--- src/logic/dcprm_map.svh ---
// Purpose: constants for the power, refresh and mapping control block
// Assumes: one controller clock, synchronous reset
// Notes: address field widths are defaults of module parameters
`ifndef DCPRM_MAP_SVH
`define DCPRM_MAP_SVH
`define DCPRM_IDLE_W        16
`define DCPRM_IDLE_RST      16'h0000
`define DCPRM_PDX_CYC       4'h3
`define DCPRM_CMD_RD        3'h1
`define DCPRM_CMD_WR        3'h2
`define DCPRM_CMD_REF       3'h3
`define DCPRM_CMD_PDE       3'h4
`define DCPRM_CMD_PDX       3'h5
`define DCPRM_CMD_SRE       3'h6
`define DCPRM_CMD_SRX       3'h7
`define DCPRM_CMD_NONE      3'h0
`endif

--- src/logic/dcprm_pkg.sv ---
// Purpose: types for the power, refresh and mapping control block
// Assumes: used with dcprm_map.svh
// Notes: none
package dcprm_pkg;
  typedef enum logic [5:0] {
    DCPRM_ACTIVE = 6'h01,
    DCPRM_APD    = 6'h02,
    DCPRM_UPD    = 6'h04,
    DCPRM_SREF   = 6'h08,
    DCPRM_EXIT   = 6'h10,
    DCPRM_ISSUE  = 6'h20
  } dcprm_state_t;

  typedef enum logic {
    DCPRM_MAP_CRBC = 1'b0,
    DCPRM_MAP_CBRC = 1'b1
  } dcprm_map_t;

  typedef struct packed {
    logic [2:0]  cmd;
    logic        auto_pre;
    logic [7:0]  chip;
    logic [15:0] row;
    logic [3:0]  bank;
    logic [15:0] col;
  } dcprm_mem_cmd_t;
endpackage : dcprm_pkg

--- src/logic/dcprm_ctrl.sv ---
// Purpose: power-down, self-refresh, user refresh, precharge and address mapping
// Assumes: requests held until accepted; inputs synchronous to sys_clk
// Notes: one memory command is presented per accepted request
// Behaviour
// - enter power-down after programmed idle cycles
// - idle threshold sixteen bits, 1 to 65535
// - threshold zero disables automatic power-down
// - user input selects self-refresh entry
// - user input selects power-down entry
// - one refresh command per user refresh request
// - precharge flag closes row after burst
// - build-time ordering maps address to fields
// - row-before-bank lets bursts spill into next bank
// - bank-before-row puts bank in top bits
// - look-ahead depth configurable, only reported on lookahead_depth
`timescale 1ns/100ps
`include "dcprm_map.svh"
module dcprm_ctrl
  import dcprm_pkg::*;
#(
  parameter int         CS_W      = 1,
  parameter int         ROW_W     = 14,
  parameter int         BANK_W    = 3,
  parameter int         COL_W     = 10,
  parameter dcprm_map_t ADDR_MAP  = DCPRM_MAP_CRBC,
  parameter int         LOOKAHEAD = 4,
  parameter int         ADDR_W    = CS_W + ROW_W + BANK_W + COL_W
) (
  input  wire logic                    sys_clk,
  input  wire logic                    rst,
  input  wire logic [`DCPRM_IDLE_W-1:0] idle_limit,
  input  wire logic                    sref_req,
  input  wire logic                    pdown_req,
  input  wire logic                    refresh_req,
  input  wire logic                    burst_req,
  input  wire logic                    burst_write,
  input  wire logic                    burst_auto_pre,
  input  wire logic [ADDR_W-1:0]       burst_addr,
  output logic                         burst_ready,
  output logic                         refresh_ack,
  output dcprm_mem_cmd_t               mem_cmd,
  output logic                         mem_cmd_valid,
  output logic                         in_power_down,
  output logic                         in_self_refresh,
  output logic [$clog2(LOOKAHEAD+1)-1:0] lookahead_depth
);

  dcprm_state_t              state;
  dcprm_state_t              next_state;
  logic [`DCPRM_IDLE_W-1:0]  idle_cnt;
  logic [3:0]                exit_cnt;
  logic                      any_req;
  logic                      low_pwr;

  // split a local address into memory fields per the build-time ordering
  function automatic dcprm_mem_cmd_t map_addr(input logic [ADDR_W-1:0] a);
    dcprm_mem_cmd_t m;
    m = '0;
    m.col  = 16'(a[COL_W-1:0]);
    m.chip = 8'(a[ADDR_W-1 -: CS_W]);
    if (ADDR_MAP == DCPRM_MAP_CRBC) begin
      // bank just above column: a burst past the column end moves to the next bank
      m.bank = 4'(a[COL_W +: BANK_W]);
      m.row  = 16'(a[COL_W+BANK_W +: ROW_W]);
    end else begin
      // bank in the top bits under chip select, one bank per requester
      m.row  = 16'(a[COL_W +: ROW_W]);
      m.bank = 4'(a[COL_W+ROW_W +: BANK_W]);
    end
    return m;
  endfunction : map_addr

  assign any_req = burst_req | refresh_req;
  assign low_pwr = (state == DCPRM_APD) | (state == DCPRM_UPD) | (state == DCPRM_SREF);

  // look-ahead depth is a build-time setting reported on lookahead_depth
  assign lookahead_depth = ($clog2(LOOKAHEAD+1))'(LOOKAHEAD);

  // handshake: requests taken only while active; refresh has priority
  assign refresh_ack = (state == DCPRM_ACTIVE) & refresh_req;
  assign burst_ready = (state == DCPRM_ACTIVE) & ~refresh_req & burst_req;

  // power state machine
  always_comb begin
    next_state = state;
    case (state)
      DCPRM_ACTIVE: begin
        if (sref_req && !any_req)
          next_state = DCPRM_SREF;
        else if (pdown_req && !any_req)
          next_state = DCPRM_UPD;
        else if (!any_req && idle_limit != '0 && idle_cnt + 16'h0001 >= idle_limit)
          next_state = DCPRM_APD;
      end
      DCPRM_APD: begin
        if (any_req || sref_req || pdown_req)
          next_state = DCPRM_EXIT;
      end
      DCPRM_UPD: begin
        if (!pdown_req)
          next_state = DCPRM_EXIT;
      end
      DCPRM_SREF: begin
        if (!sref_req)
          next_state = DCPRM_EXIT;
      end
      DCPRM_EXIT: begin
        if (exit_cnt == `DCPRM_PDX_CYC)
          next_state = DCPRM_ACTIVE;
      end
      default: next_state = DCPRM_ACTIVE;
    endcase
  end

  always_ff @(posedge sys_clk) begin
    if (rst)
      state <= DCPRM_ACTIVE;
    else
      state <= next_state;
  end

  // idle counter: counts consecutive idle active cycles, any request clears it
  always_ff @(posedge sys_clk) begin
    if (rst)
      idle_cnt <= `DCPRM_IDLE_RST;
    else if (any_req || state != DCPRM_ACTIVE)
      idle_cnt <= `DCPRM_IDLE_RST;
    else if (idle_cnt != 16'hffff)
      idle_cnt <= idle_cnt + 16'h0001;
  end

  // exit recovery counter before servicing
  always_ff @(posedge sys_clk) begin
    if (rst || state != DCPRM_EXIT)
      exit_cnt <= 4'h0;
    else
      exit_cnt <= exit_cnt + 4'h1;
  end

  // memory command register: one command per accepted request or power transition
  always_ff @(posedge sys_clk) begin
    if (rst) begin
      mem_cmd       <= '0;
      mem_cmd_valid <= 1'b0;
    end else begin
      mem_cmd_valid <= 1'b0;
      mem_cmd       <= '0;
      if (refresh_ack) begin
        mem_cmd.cmd   <= `DCPRM_CMD_REF;
        mem_cmd_valid <= 1'b1;
      end else if (burst_ready) begin
        mem_cmd          <= map_addr(burst_addr);
        mem_cmd.cmd      <= burst_write ? `DCPRM_CMD_WR : `DCPRM_CMD_RD;
        mem_cmd.auto_pre <= burst_auto_pre;
        mem_cmd_valid    <= 1'b1;
      end else if (state == DCPRM_ACTIVE && next_state == DCPRM_SREF) begin
        mem_cmd.cmd   <= `DCPRM_CMD_SRE;
        mem_cmd_valid <= 1'b1;
      end else if (state == DCPRM_ACTIVE && next_state != DCPRM_ACTIVE) begin
        mem_cmd.cmd   <= `DCPRM_CMD_PDE;
        mem_cmd_valid <= 1'b1;
      end else if (low_pwr && next_state == DCPRM_EXIT) begin
        mem_cmd.cmd   <= (state == DCPRM_SREF) ? `DCPRM_CMD_SRX : `DCPRM_CMD_PDX;
        mem_cmd_valid <= 1'b1;
      end
    end
  end

  // status outputs
  always_ff @(posedge sys_clk) begin
    if (rst) begin
      in_power_down   <= 1'b0;
      in_self_refresh <= 1'b0;
    end else begin
      in_power_down   <= (next_state == DCPRM_APD) | (next_state == DCPRM_UPD);
      in_self_refresh <= (next_state == DCPRM_SREF);
    end
  end

  // power-down entered exactly when the idle count plus one reaches the limit
  property p_apd_entry;
    @(posedge sys_clk) disable iff (rst)
      (state == DCPRM_ACTIVE && !any_req && !sref_req && !pdown_req && idle_limit != '0
       && idle_cnt + 16'h0001 >= idle_limit) |=> (state == DCPRM_APD);
  endproperty
  a_apd_entry: assert property (p_apd_entry) else $error("auto power-down not entered");

  // idle count advances one per quiet active cycle
  property p_idle_count;
    @(posedge sys_clk) disable iff (rst)
      (state == DCPRM_ACTIVE && !any_req && idle_cnt != 16'hffff && next_state == DCPRM_ACTIVE)
      |=> idle_cnt == $past(idle_cnt) + 16'h0001;
  endproperty
  a_idle_count: assert property (p_idle_count) else $error("idle count not advancing");

  // a zero limit never leads to automatic power-down
  property p_zero_disables;
    @(posedge sys_clk) disable iff (rst)
      (idle_limit == '0 && state == DCPRM_ACTIVE && !sref_req && !pdown_req)
      |=> state != DCPRM_APD;
  endproperty
  a_zero_disables: assert property (p_zero_disables) else $error("zero limit slept");

  // self-refresh request taken while idle enters self-refresh
  property p_sref;
    @(posedge sys_clk) disable iff (rst)
      (state == DCPRM_ACTIVE && sref_req && !any_req) |=> in_self_refresh && mem_cmd_valid
      && mem_cmd.cmd == `DCPRM_CMD_SRE;
  endproperty
  a_sref: assert property (p_sref) else $error("self-refresh not entered");

  // user power-down request taken while idle
  property p_upd;
    @(posedge sys_clk) disable iff (rst)
      (state == DCPRM_ACTIVE && pdown_req && !sref_req && !any_req) |=> in_power_down;
  endproperty
  a_upd: assert property (p_upd) else $error("user power-down not entered");

  // each accepted refresh yields a refresh command
  property p_refresh_once;
    @(posedge sys_clk) disable iff (rst)
      refresh_ack |=> mem_cmd_valid && mem_cmd.cmd == `DCPRM_CMD_REF;
  endproperty
  a_refresh_once: assert property (p_refresh_once) else $error("refresh not issued");

  // precharge flag travels with the burst command
  property p_auto_pre;
    @(posedge sys_clk) disable iff (rst)
      burst_ready |=> mem_cmd_valid && mem_cmd.auto_pre == $past(burst_auto_pre);
  endproperty
  a_auto_pre: assert property (p_auto_pre) else $error("precharge flag lost");

  // a request wakes the memory, which returns to active after recovery
  property p_wake;
    @(posedge sys_clk) disable iff (rst)
      (state == DCPRM_APD && any_req) |=> state == DCPRM_EXIT ##[1:5] state == DCPRM_ACTIVE;
  endproperty
  a_wake: assert property (p_wake) else $error("no exit from power-down");

  // nothing is taken while asleep or recovering
  property p_refused;
    @(posedge sys_clk) disable iff (rst)
      (state != DCPRM_ACTIVE) |-> !burst_ready && !refresh_ack;
  endproperty
  a_refused: assert property (p_refused) else $error("request taken while asleep");

  // every refresh command answers one accepted request
  property p_ref_source;
    @(posedge sys_clk) disable iff (rst)
      (mem_cmd_valid && mem_cmd.cmd == `DCPRM_CMD_REF) |-> $past(refresh_ack);
  endproperty
  a_ref_source: assert property (p_ref_source) else $error("refresh without request");

  // without the flag the row is left open after the burst
  property p_row_open;
    @(posedge sys_clk) disable iff (rst)
      (burst_ready && !burst_auto_pre) |=> !mem_cmd.auto_pre;
  endproperty
  a_row_open: assert property (p_row_open) else $error("row closed without flag");

  // column field is the low local address bits in both orderings
  property p_col_map;
    @(posedge sys_clk) disable iff (rst)
      burst_ready |=> mem_cmd.col == 16'($past(burst_addr[COL_W-1:0]));
  endproperty
  a_col_map: assert property (p_col_map) else $error("column field misplaced");

  // bank field sits above the column or under chip select, per ordering
  property p_bank_map;
    @(posedge sys_clk) disable iff (rst)
      burst_ready |=> mem_cmd.bank == ((ADDR_MAP == DCPRM_MAP_CRBC)
        ? 4'($past(burst_addr[COL_W +: BANK_W])) : 4'($past(burst_addr[COL_W+ROW_W +: BANK_W])));
  endproperty
  a_bank_map: assert property (p_bank_map) else $error("bank field misplaced");

  // the two sleep flags never stand together
  property p_status_excl;
    @(posedge sys_clk) disable iff (rst)
      !(in_power_down && in_self_refresh);
  endproperty
  a_status_excl: assert property (p_status_excl) else $error("both sleep flags");

  // self-refresh ends with one exit command once the input drops
  property p_sref_exit;
    @(posedge sys_clk) disable iff (rst)
      (state == DCPRM_SREF && !sref_req) |=> state == DCPRM_EXIT && !in_self_refresh
      && mem_cmd_valid && mem_cmd.cmd == `DCPRM_CMD_SRX;
  endproperty
  a_sref_exit: assert property (p_sref_exit) else $error("self-refresh not left");

  // user power-down holds while its input stays high
  property p_upd_hold;
    @(posedge sys_clk) disable iff (rst)
      (state == DCPRM_UPD && pdown_req) |=> state == DCPRM_UPD && in_power_down;
  endproperty
  a_upd_hold: assert property (p_upd_hold) else $error("user power-down dropped");

  // any request restarts the idle count
  property p_idle_clear;
    @(posedge sys_clk) disable iff (rst)
      any_req |=> idle_cnt == `DCPRM_IDLE_RST;
  endproperty
  a_idle_clear: assert property (p_idle_clear) else $error("idle count kept");

  // recovery runs its full count before service resumes
  property p_exit_len;
    @(posedge sys_clk) disable iff (rst)
      (state == DCPRM_EXIT && exit_cnt != `DCPRM_PDX_CYC) |=> state == DCPRM_EXIT;
  endproperty
  a_exit_len: assert property (p_exit_len) else $error("recovery cut short");

endmodule : dcprm_ctrl

--- config.mk ---
export PLATFORM = sky130hd
export DESIGN_NAME = dcprm_ctrl
export DESIGN_NICKNAME = d
export VERILOG_FILES = /design/src/logic/dcprm_pkg.sv /design/src/logic/dcprm_ctrl.sv
export VERILOG_INCLUDE_DIRS = /design/src /design/src/logic
export SDC_FILE = /design/constraint.sdc
export NUM_CORES = 1
export LEC_CHECK = 0
export ABC_AREA = 1
export CORE_ASPECT_RATIO = 0.9
export CORE_MARGIN = 1
export CORE_UTILIZATION = 45
export DETAILED_ROUTE_END_ITERATION = 12
export DONT_BUFFER_PORTS = 1
export SKIP_LAST_GASP = 1
export SLEW_MARGIN = 10
export SYNTH_ARGS = -nofsm -noshare
export SYNTH_HDL_FRONTEND = slang
export SYNTH_SLANG_ARGS = --single-unit
--- constraint.sdc ---
create_clock -name sys_clk -period 3.2 [get_ports sys_clk]
set_input_delay 0.8 -clock sys_clk [delete_from_list [all_inputs] [get_ports sys_clk]]
set_output_delay 0.8 -clock sys_clk [all_outputs]
set_load 0.01 [all_outputs]
==> metrics.txt, run 1 <==
Post-DP HPWL=4.30 mm; GR Overflow Total=0; Die ar.=0.00713 sq mm; Initial Util=46.4%; row cnt=28; GPL Wtd Cong=between 0.8 and 0.9; post-synth cell types=28; Layout Skew=0.0116 ns; Post-CTS Setup Bufs=0; fmax=0.351 GHz; Vias/cell=4.49; crit end category=register; setup TNS=0 ns; post-synthesis cell area=0.00306 sq mm; area delta synth->final=7.44%; largest net degree at the start of global routing=30; number of antenna cells inserted=0; area leader, netlist=dfxtp_1; share of flip-flops with an asynchronous set or reset=0%; Sink Count=61; gr usage total=17.2%; worst path arrival time=3.09 ns; Final Hold Fails=0; H-tree levels=3; CTS buffer count=9; CTS-repair resized insts=0; Psw=0.390 mW; Reg clk slew, reported paths=~0.07 ns; EDFF count, synth=0; hold_ws=0.448 ns; Reg2Reg Depth=22; Tcrit/Tclk final=89.1%; post-synth top area share=~40%; Yosys reg bits=61; worst min-delay path class=reg2reg; Post-CTS Hold Fix Bufs=0; Reg power frac=49.8%; vias in the first global route=roughly 2200; final WL=around 5.6 mm; first-pass GRT wire length=9.38 mm; Ports=108; Net Sw Frac=around 25%; clock network power share=45.0%; CP max FO=5; vias=2311; die width=88.9 um; CP Class=reg2reg; Seq/Total Area, Yosys=roughly 40%; I/O Buffers=0; Syn Inst Count=415; Gate power share=approximately 5.2%; Max Slew Vio Count=0; initial antenna violation count=0; largest cells by area after synthesis=dfxtp_1 40%, inv_1 11%, nor2_1 8.6%; share of layout cells above drive strength 1=approximately a tenth; Hold Path Depth=1; most frequent cells after synthesis=91 x inv_1, 70 x nor2_1, 61 x dfxtp_1, 53 x nand2_1, 25 x a21oi_1; post-route ant nets=0; Root Driver=clkbuf_8; outcome=finished clean; Avg Inst Size Synth=7.37 sq um; DRT iter0 DRCs=98; fin nets=490; most frequent cell after synthesis=inv_1; CP startpoint kind=register; Leak Pwr=1.72 nW; Slew @ Worst Pin=0.906 ns; Rel. slew slack=39.4%; maxcap violations=0; worst-skew pair later-pin latency=0.34 ns; Setup-failing EPs final=0; Avg WL per Cell=between 10 and 15 um; CTS Buffer Depth=2; RSZ-0062 raised after global routing=no; Top FF cell, synth=dfxtp_1; CTS tree=done; Int Power=1.18 mW; core area=0.00659 sq mm; Max IR drop VDD=0.392 mV; CP Data Required Time=around 3.4 ns; fin crit period=about 2.9 ns; Pre-antenna DRT Iters=6; DRC viols=0; chip height=80.2 um; warnings from Yosys=0; Power Dens Cells=478 mW/mm^2
## power groups by stage
stage	combinational [mW]	clock (mW)	sequential [mW]
CTS	0.0815	0.725	0.784
global route	0.0967	0.750	0.785
floorplan	0.0882	0	0.799
finish	0.0815	0.707	0.784
detailed placement	0.0811	0	0.801
global placement	0.0796	0	0.802
## placed cells by master, fill, tap and decap left out, types with 3 or more instances in the layout
| cell | n |
|---|---|
| conb_1 | 20 |
| inv_2 | 3 |
| o21ai_0 | 6 |
| a21oi_1 | 25 |
| inv_1 | 91 |
| dfxtp_1 | 60 |
| nand4_1 | 11 |
| nor2_2 | 4 |
| ha_1 | 18 |
| nor3_1 | 4 |
| nor2_1 | 70 |
| xor2_1 | 12 |
| nand3_1 | 11 |
| nand2_2 | 4 |
| clkbuf_8 | 10 |
| nand2_1 | 53 |
## layer usage
metal | track usage [%] | routed length [um]
met5 | 0 | 0
met4 | 5.81 | 74
met3 | 7.81 | 489
met2 | 25.5 | 2340
met1 | 22.1 | 2690
## critical path: stages (launching register included)
cell	delay, ns
dfxtp_2	0.37
ha_1	0.21
nand2_2	0.08
nor2_4	0.12
nand2_2	0.07
nor2_4	0.13
nand2_2	0.09
nor3_4	0.18
nand3_2	0.11
xor2_2	0.18
inv_1	0.07
ha_1	0.27
nand2_1	0.07
nor3_1	0.19
nand2_1	0.07
nand2_1	0.05
nand2_1	0.10
nand2_1	0.08
nand2_1	0.04
nand2_1	0.10
nand3_1	0.08
nand2_1	0.06
inv_1	0.03
## state kept, by name, indices dropped and copies added (netlist names)
signal / count
mem_cmd_valid: 1
in_self_refresh: 1
in_power_down: 1
exit_cnt: 4
idle_cnt: 16
state: 6
mem_cmd: 32
## metrics by stage
stage	instance area [sq um]	instances	setup WS [ns]	total power [mW]	utilization, %
3_5_place_dp	3070	499	0.315	0.882	46.6
4_1_cts	3280	515	0.261	1.59	49.8
3_3_place_gp	3070	499	0.422	0.881	46.6
2_1_floorplan	3130	433	0.572	0.887	-
6_report	3290	515	0.348	1.57	49.9
5_1_grt	3290	515	0.0237	1.63	49.9
## final cells by class
type / instances / area (sq um)
clock buffer: 10 / 138
clock inverter: 6 / 71.3
fill: 692 / 3300
inverter: 94 / 353
multi-input combinational: 254 / 1390
sequential: 61 / 1220
tap: 90 / 113
## path summary, 6_finish.rpt
kind / startpoint / to / slack, ns
hold reg to reg: exit_cnt[0] / exit_cnt[0] / 0.45
hold / removal: exit_cnt[0] / exit_cnt[0] / 0.45
setup reg to reg: idle_cnt[0] / mem_cmd[46] / 0.35
setup / recovery: idle_cnt[0] / mem_cmd[46] / 0.35
## cells by family (layout without fill, tap and decap cells)
group	after synthesis	after routing	share of synthesized area (%)
other	2	20	0.245
buffers and inverters	118	110	17.1
AND/OR/NAND/NOR	169	169	25.8
XOR/XNOR	13	13	3.72
AO/OA/AOI/OAI	34	34	5.81
adder cells (fa/ha/maj)	18	18	7.36
flip-flops	61	61	39.9
Note: power is estimated with default switching activity, not from simulation.
==> run 2: changes to the inputs <==
--- a/config.mk
+++ b/config.mk
@@ -7,11 +7,13 @@
 export NUM_CORES = 1
 export LEC_CHECK = 0
 export ABC_AREA = 1
+export BUFFER_PORTS_ARGS = -buffer_cell sky130_fd_sc_hd__buf_2
+export CAP_MARGIN = 20
 export CORE_ASPECT_RATIO = 0.9
 export CORE_MARGIN = 1
 export CORE_UTILIZATION = 45
 export DETAILED_ROUTE_END_ITERATION = 12
-export DONT_BUFFER_PORTS = 1
+export PLACE_DENSITY = 0.73
 export SKIP_LAST_GASP = 1
 export SLEW_MARGIN = 10
 export SYNTH_ARGS = -nofsm -noshare
==> metrics.txt, run 2 (same netlist as run 1, synthesis figures left out) <==
worst path arrival time=3.17 ns (was 3.09 ns); Buf+Inv Stages, Crit Path=2 (unchanged); Pre-antenna DRT Iters=8 (was 6); Avg WL per Cell=10.2 um (was 10.9 um); biggest regs=mem_cmd: 32 flops, idle_cnt: 16 flops, state: 6 flops (unchanged); Post-Place Worst Slack=0.314 ns (was 0.315 ns); CP Class=reg2reg (unchanged); reg-to-reg setup timing slack=0.28 ns (was 0.35 ns); Post-DP Area=0.00351 sq mm (was 0.00307 sq mm); largest net degree at the start of global routing=30 (unchanged); CP Data Required Time=3.44 ns (about the same); Sink Count=61 (unchanged); worst min-delay path class=reg2reg (unchanged); Leak Pwr=2.11 nW (was 1.72 nW); worst-path cell chain=ha_1, nand2_2, nor2_4, nand2_2, nor2_4, nand2_2, nor3_4, nand3_2, xor2_2, inv_1, ha_1, nand2_1, o21ai_0, a21oi_1, nand2_1, nand2_1, nand2_1, nand2_1, nand2_1, nand3_1, nand2_1, inv_1 (was ha_1, nand2_2, nor2_4, nand2_2, nor2_4, nand2_2, nor3_4, nand3_2, xor2_2, inv_1, ha_1, nand2_1, nor3_1, nand2_1, nand2_1, nand2_1, nand2_1, nand2_1, nand2_1, nand3_1, nand2_1, inv_1); Reg clk slew, reported paths=0.07 ns (about the same); final cell count without fillers=603 (was 515); crit end category=register (unchanged); outcome=finished, violations left (was finished clean); Root Driver=clkbuf_8 (unchanged); Max Slew Vio Count=0 (unchanged); max FFs per register=32 (unchanged); die width=88.9 um (unchanged); Final Instance Area=0.00370 sq mm (was 0.00329 sq mm); Vias/cell=4.47 (was 4.49); core area=0.00659 sq mm (unchanged); DRT iter0 DRCs=122 (was 98); Post-DP HPWL=4.81 mm (was 4.30 mm); wl on met1=2.69 mm (about the same); row cnt=28 (unchanged); commonest non-fill, non-tap cell in the layout=inv_1 (unchanged); final WL=6.17 mm (was 5.59 mm); fin crit period=2.92 ns (was 2.85 ns); Final Hold Fails=0 (unchanged); first-pass GRT wire length=10.0 mm (was 9.38 mm); GR Overflow Total=0 (unchanged); Rel. slew slack=41.6% (was 39.4%); post-route ant nets=0 (unchanged); most common cell type on the critical path=nand2_1 (unchanged); CTS buffer count=9 (unchanged); failing checks=DRC; slowest CP cell=dfxtp_1 (was dfxtp_2); maxcap violations=0 (unchanged); DP Cell Count=587 (was 499); CTS Buffer Depth=2 (unchanged); Max IR drop VDD=0.333 mV (was 0.392 mV); WL met2=2.88 mm (was 2.34 mm); CP startpoint kind=register (unchanged); Slew @ Worst Pin=0.874 ns (was 0.906 ns); chip height=80.2 um (unchanged); gr usage total=18.5% (was 17.2%); area delta synth->final=21.1% (was 7.44%); Tcrit/Tclk final=91.4% (was 89.1%); Power Dens Cells=415 mW/mm^2 (was 478 mW/mm^2); Ports=108 (unchanged); GPL Wtd Cong=0.865 (was 0.819); CTS tree=done (unchanged); Die ar.=0.00713 sq mm (unchanged); I/O Buffers=88 (was 0); met3 routed WL=521 um (was 489 um); most frequent cells in the layout=91 x inv_1, 88 x buf_2, 70 x nor2_1 (was 91 x inv_1, 70 x nor2_1, 60 x dfxtp_1); worst-skew pair later-pin latency=0.34 ns (about the same); Final WS setup=0.276 ns (was 0.348 ns); delay of the slowest cell on the worst path=0.36 ns (was 0.37 ns); CP max FO=4 (was 5); H-tree levels=3 (unchanged); number of antenna cells inserted=0 (unchanged); CP top delay family=simple AND/OR/NAND/NOR gates (unchanged); Layout Skew=0.00527 ns (was 0.0116 ns); fmax=0.342 GHz (was 0.351 GHz); DRC viols=1 (was 0); share of layout cells above drive strength 1=25.3% (was 9.88%); DR top layer=met4 (unchanged); vias in the first global route=2472 (was 2170); Biggest register=mem_cmd (unchanged); vias=2693 (was 2311); fin nets=578 (was 490); Initial Util=46.4% (unchanged); Filler cells=627 (was 692); initial antenna violation count=0 (unchanged); Post-CTS Setup Bufs=0 (unchanged); Setup-failing EPs final=0 (unchanged); Power Total=1.54 mW (was 1.57 mW)
[run 2: cell count changes in the layout (fill, tap and decap cells not counted)]
cell / change
clkinv_4: +1
bufinv_16: -1
clkinvlp_4: -1
clkinv_2: +1
buf_2: +88
[run 2: final timing paths]
check | cells after the start | startpoint | to
worst max register to register | 22 | idle_cnt[1] | mem_cmd[46]
worst min register to register | 1 | exit_cnt[0] | exit_cnt[0]
worst min-delay path | 1 | exit_cnt[0] | exit_cnt[0]
worst max-delay path | 22 | idle_cnt[1] | mem_cmd[46]
[run 2: layout make-up]
type | instances | area [sq um] | area share, %
Inverter | 94 | 353 | 9.53
Timing Repair Buffer | 88 | 440 | 11.9
Multi-Input combinational cell | 254 | 1390 | 37.5
Sequential cell | 61 | 1220 | 33.0
Clock inverter | 6 | 47.5 | 1.28
Tap cell | 90 | 113 | 3.04
Clock buffer | 10 | 138 | 3.72
[run 2: per-layer routing]
metal  track usage [%]  vias up
met5                 0        -
met4              6.45        0
met3              8.32       10
met2              29.5       98
met1              22.0     1180
li1                  -     1405
[run 2: worst register-to-register path, delay by kind of cell, from the launching register on]
family          cells  cell delay [ns]
simple gates       15             1.42
compound gates      2             0.24
buf+inv             2             0.10
flops               1             0.36
fa+ha+maj           2             0.49
xor+xnor            1             0.21
[run 2: timing repair]
action | CTS | global route
gates resized for setup | 0 | 2
hold buffers | 0 | 0
setup endpoints to repair | 0 | 5
[run 2: report_power, final]
part	total [mW]	switching (mW)	leakage [nW]	internal [mW]
Combinational	0.132	0.0792	1.53	0.0527
Clock	0.628	0.322	0.0928	0.307
Sequential	0.776	0.00466	0.494	0.772
[run 2: metrics by stage]
stage	TNS [ns]	hold WS, ns	util [%]
2_1_floorplan	0	0.418	-
3_3_place_gp	0	0.431	53.3
3_5_place_dp	0	0.450	53.3
4_1_cts	0	0.460	56.1
5_1_grt	-0.0419	0.485	56.2
6_report	0	0.454	56.2
==> run 3: changes to the inputs <==
--- a/config.mk
+++ b/config.mk
@@ -7,12 +7,13 @@
 export NUM_CORES = 1
 export LEC_CHECK = 0
 export ABC_AREA = 1
-export BUFFER_PORTS_ARGS = -buffer_cell sky130_fd_sc_hd__buf_2
+export BUFFER_PORTS_ARGS = -buffer_cell sky130_fd_sc_hd__buf_4
 export CAP_MARGIN = 20
 export CORE_ASPECT_RATIO = 0.9
 export CORE_MARGIN = 1
 export CORE_UTILIZATION = 45
 export DETAILED_ROUTE_END_ITERATION = 12
+export GPL_ROUTABILITY_DRIVEN = 0
 export PLACE_DENSITY = 0.73
 export SKIP_LAST_GASP = 1
 export SLEW_MARGIN = 10
==> metrics.txt, run 3 (same netlist as run 1, synthesis figures left out) <==
outcome=finished, violations left (unchanged); failing checks=DRC (unchanged); worst path arrival time=3.13 ns (was 3.17 ns); vias in the first global route=2480 (was 2472); Initial Util=46.4% (unchanged); number of antenna cells inserted=0 (unchanged); most frequent cells in the layout=91 x inv_1, 88 x buf_4, 70 x nor2_1 (was 91 x inv_1, 88 x buf_2, 70 x nor2_1); CP Data Required Time=3.45 ns (was 3.44 ns); CTS Buffer Depth=2 (unchanged); first-pass GRT wire length=10.4 mm (was 10.0 mm); CP max FO=5 (was 4); Die ar.=0.00713 sq mm (unchanged); Reg clk slew, reported paths=0.08 ns (was 0.07 ns); Avg WL per Cell=10.3 um (was 10.2 um); Ports=108 (unchanged); die width=88.9 um (unchanged); Final Hold Fails=0 (unchanged); Setup-failing EPs final=0 (unchanged); CP startpoint kind=register (unchanged); Reg power frac=50.1% (was 50.5%); Biggest register=mem_cmd (unchanged); worst min-delay path class=reg2reg (unchanged); Rel. slew slack=40.1% (was 41.6%); area delta synth->final=28.1% (was 21.1%); Hold Path Depth=1 (unchanged); commonest non-fill, non-tap cell in the layout=inv_1 (unchanged); Root Driver=clkbuf_8 (unchanged); clock network power share=40.0% (was 40.9%); fin crit period=2.89 ns (was 2.92 ns); final WL=6.18 mm (was 6.17 mm); CTS tree=done (unchanged); reg2reg start=idle_cnt[0] (was idle_cnt[1]); initial antenna violation count=0 (unchanged); Vias/cell=4.40 (was 4.47); Post-CTS Hold Fix Bufs=0 (unchanged); DRC viols=1 (unchanged); max FFs per register=32 (unchanged); Final WS setup=0.315 ns (was 0.276 ns); Power Total=1.55 mW (was 1.54 mW); Layout Skew=0.0127 ns (was 0.00527 ns); RSZ-0062 raised after global routing=no; DRT iter0 DRCs=101 (was 122); Net Sw Frac=26.7% (was 26.4%); core area=0.00659 sq mm (unchanged); CTS buffer count=9 (unchanged); GR Overflow Total=0 (unchanged); H-tree levels=3 (unchanged); WHS Endpoint=exit_cnt[0] (unchanged); Psw=0.414 mW (was 0.405 mW); reg-to-reg setup timing slack=0.31 ns (was 0.28 ns); terminus of the critical flop-to-flop path=mem_cmd[46] (unchanged); Pre-antenna DRT Iters=9 (was 8); Gate power share=9.9% (was 8.6%); fin nets=578 (unchanged); row cnt=28 (unchanged); Int Power=1.14 mW (was 1.13 mW); Tcrit/Tclk final=90.2% (was 91.4%); Post-Place Worst Slack=0.291 ns (was 0.314 ns); Leak Pwr=2.15 nW (was 2.11 nW); chip height=80.2 um (unchanged); post-route ant nets=0 (unchanged); Slew @ Worst Pin=0.897 ns (was 0.874 ns); CP startpoint=idle_cnt[0] (was idle_cnt[1]); maxcap violations=0 (unchanged); Sink Count=61 (unchanged); crit end category=register (unchanged); Max IR drop VDD=0.389 mV (was 0.333 mV); Max Slew Vio Count=0 (unchanged); CP Class=reg2reg (unchanged); worst-skew pair later-pin latency=0.34 ns (about the same); I/O Buffers=88 (unchanged); biggest regs=mem_cmd: 32 flops, idle_cnt: 16 flops, state: 6 flops (unchanged); gr usage total=19.0% (was 18.5%); setup TNS=0 ns (unchanged); Post-DP HPWL=4.93 mm (was 4.81 mm); hold_sp=exit_cnt[0] (unchanged); share of layout cells above drive strength 1=25.1% (was 25.3%); vias=2653 (was 2693); fmax=0.347 GHz (was 0.342 GHz); largest net degree at the start of global routing=30 (unchanged); Reg2Reg Depth=22 (unchanged); Power Dens Cells=396 mW/mm^2 (was 415 mW/mm^2)
==> run 3: worst max-delay path, stage by stage (launching register included) <==
cell and delay [ns]:
dfxtp_1 0.39, ha_1 0.23, nand2_2 0.08, nor2_4 0.12
nand2_2 0.07, nor2_4 0.12, nand2_2 0.09, nor3_4 0.18
nand3_2 0.11, xor2_2 0.17, inv_1 0.06, ha_1 0.27
nand2_1 0.07, nor3_1 0.19, nand2_1 0.07, nand2_1 0.05
nand2_1 0.09, nand2_1 0.08, nand2_1 0.04, nand2_1 0.12
nand3_1 0.08, nand2_1 0.06, inv_1 0.03
==> run 3: cell type report <==
| type | instances | area, sq um |
|---|---|---|
| clock buffers | 9 | 124 |
| clock inverters | 7 | 56.3 |
| fillers | 628 | 2670 |
| inverters | 94 | 353 |
| multi-input cells | 254 | 1390 |
| flip-flops and latches | 61 | 1220 |
| well taps | 90 | 113 |
| repair buffers | 88 | 661 |
==> run 3: timing repair <==
action,CTS,global route
setup endpoints to repair,0,1
setup buffers,0,0
endpoints found under the hold margin,0,0
resized for setup,0,1
==> run 3: worst max path at each step <==
stage / to
after global placement: mem_cmd[46]
after global routing: mem_cmd[46]
after floorplan: mem_cmd[46]
after detailed placement: mem_cmd[46]
after CTS: mem_cmd[46]
final: mem_cmd[46]
==> run 3: power groups by stage <==
stage,Combinational [mW],Sequential (mW),Clock (mW)
3_3_place_gp,0.151,0.794,0
5_1_grt,0.176,0.778,0.666
6_report,0.154,0.777,0.620
3_5_place_dp,0.154,0.794,0
4_1_cts,0.155,0.777,0.636
2_1_floorplan,0.0882,0.799,0
==> run 3: metal layers <==
layer  vias up  wire length (um)  track usage [%]
met1      1148              2730             21.9
met4         0                99             7.26
met2        86              2840             30.8
met3        10               518             8.22
met5         -                 0                0
li1       1409                 -                -
==> run 3: stage by stage <==
step,area (sq um),instances,utilization [%],hold WS [ns]
final,3920,603,59.5,0.443
after global routing,3920,603,59.5,0.465
after floorplan,3130,433,-,0.418
after CTS,3910,603,59.4,0.448
after global placement,3730,587,56.6,0.432
after detailed placement,3730,587,56.6,0.435
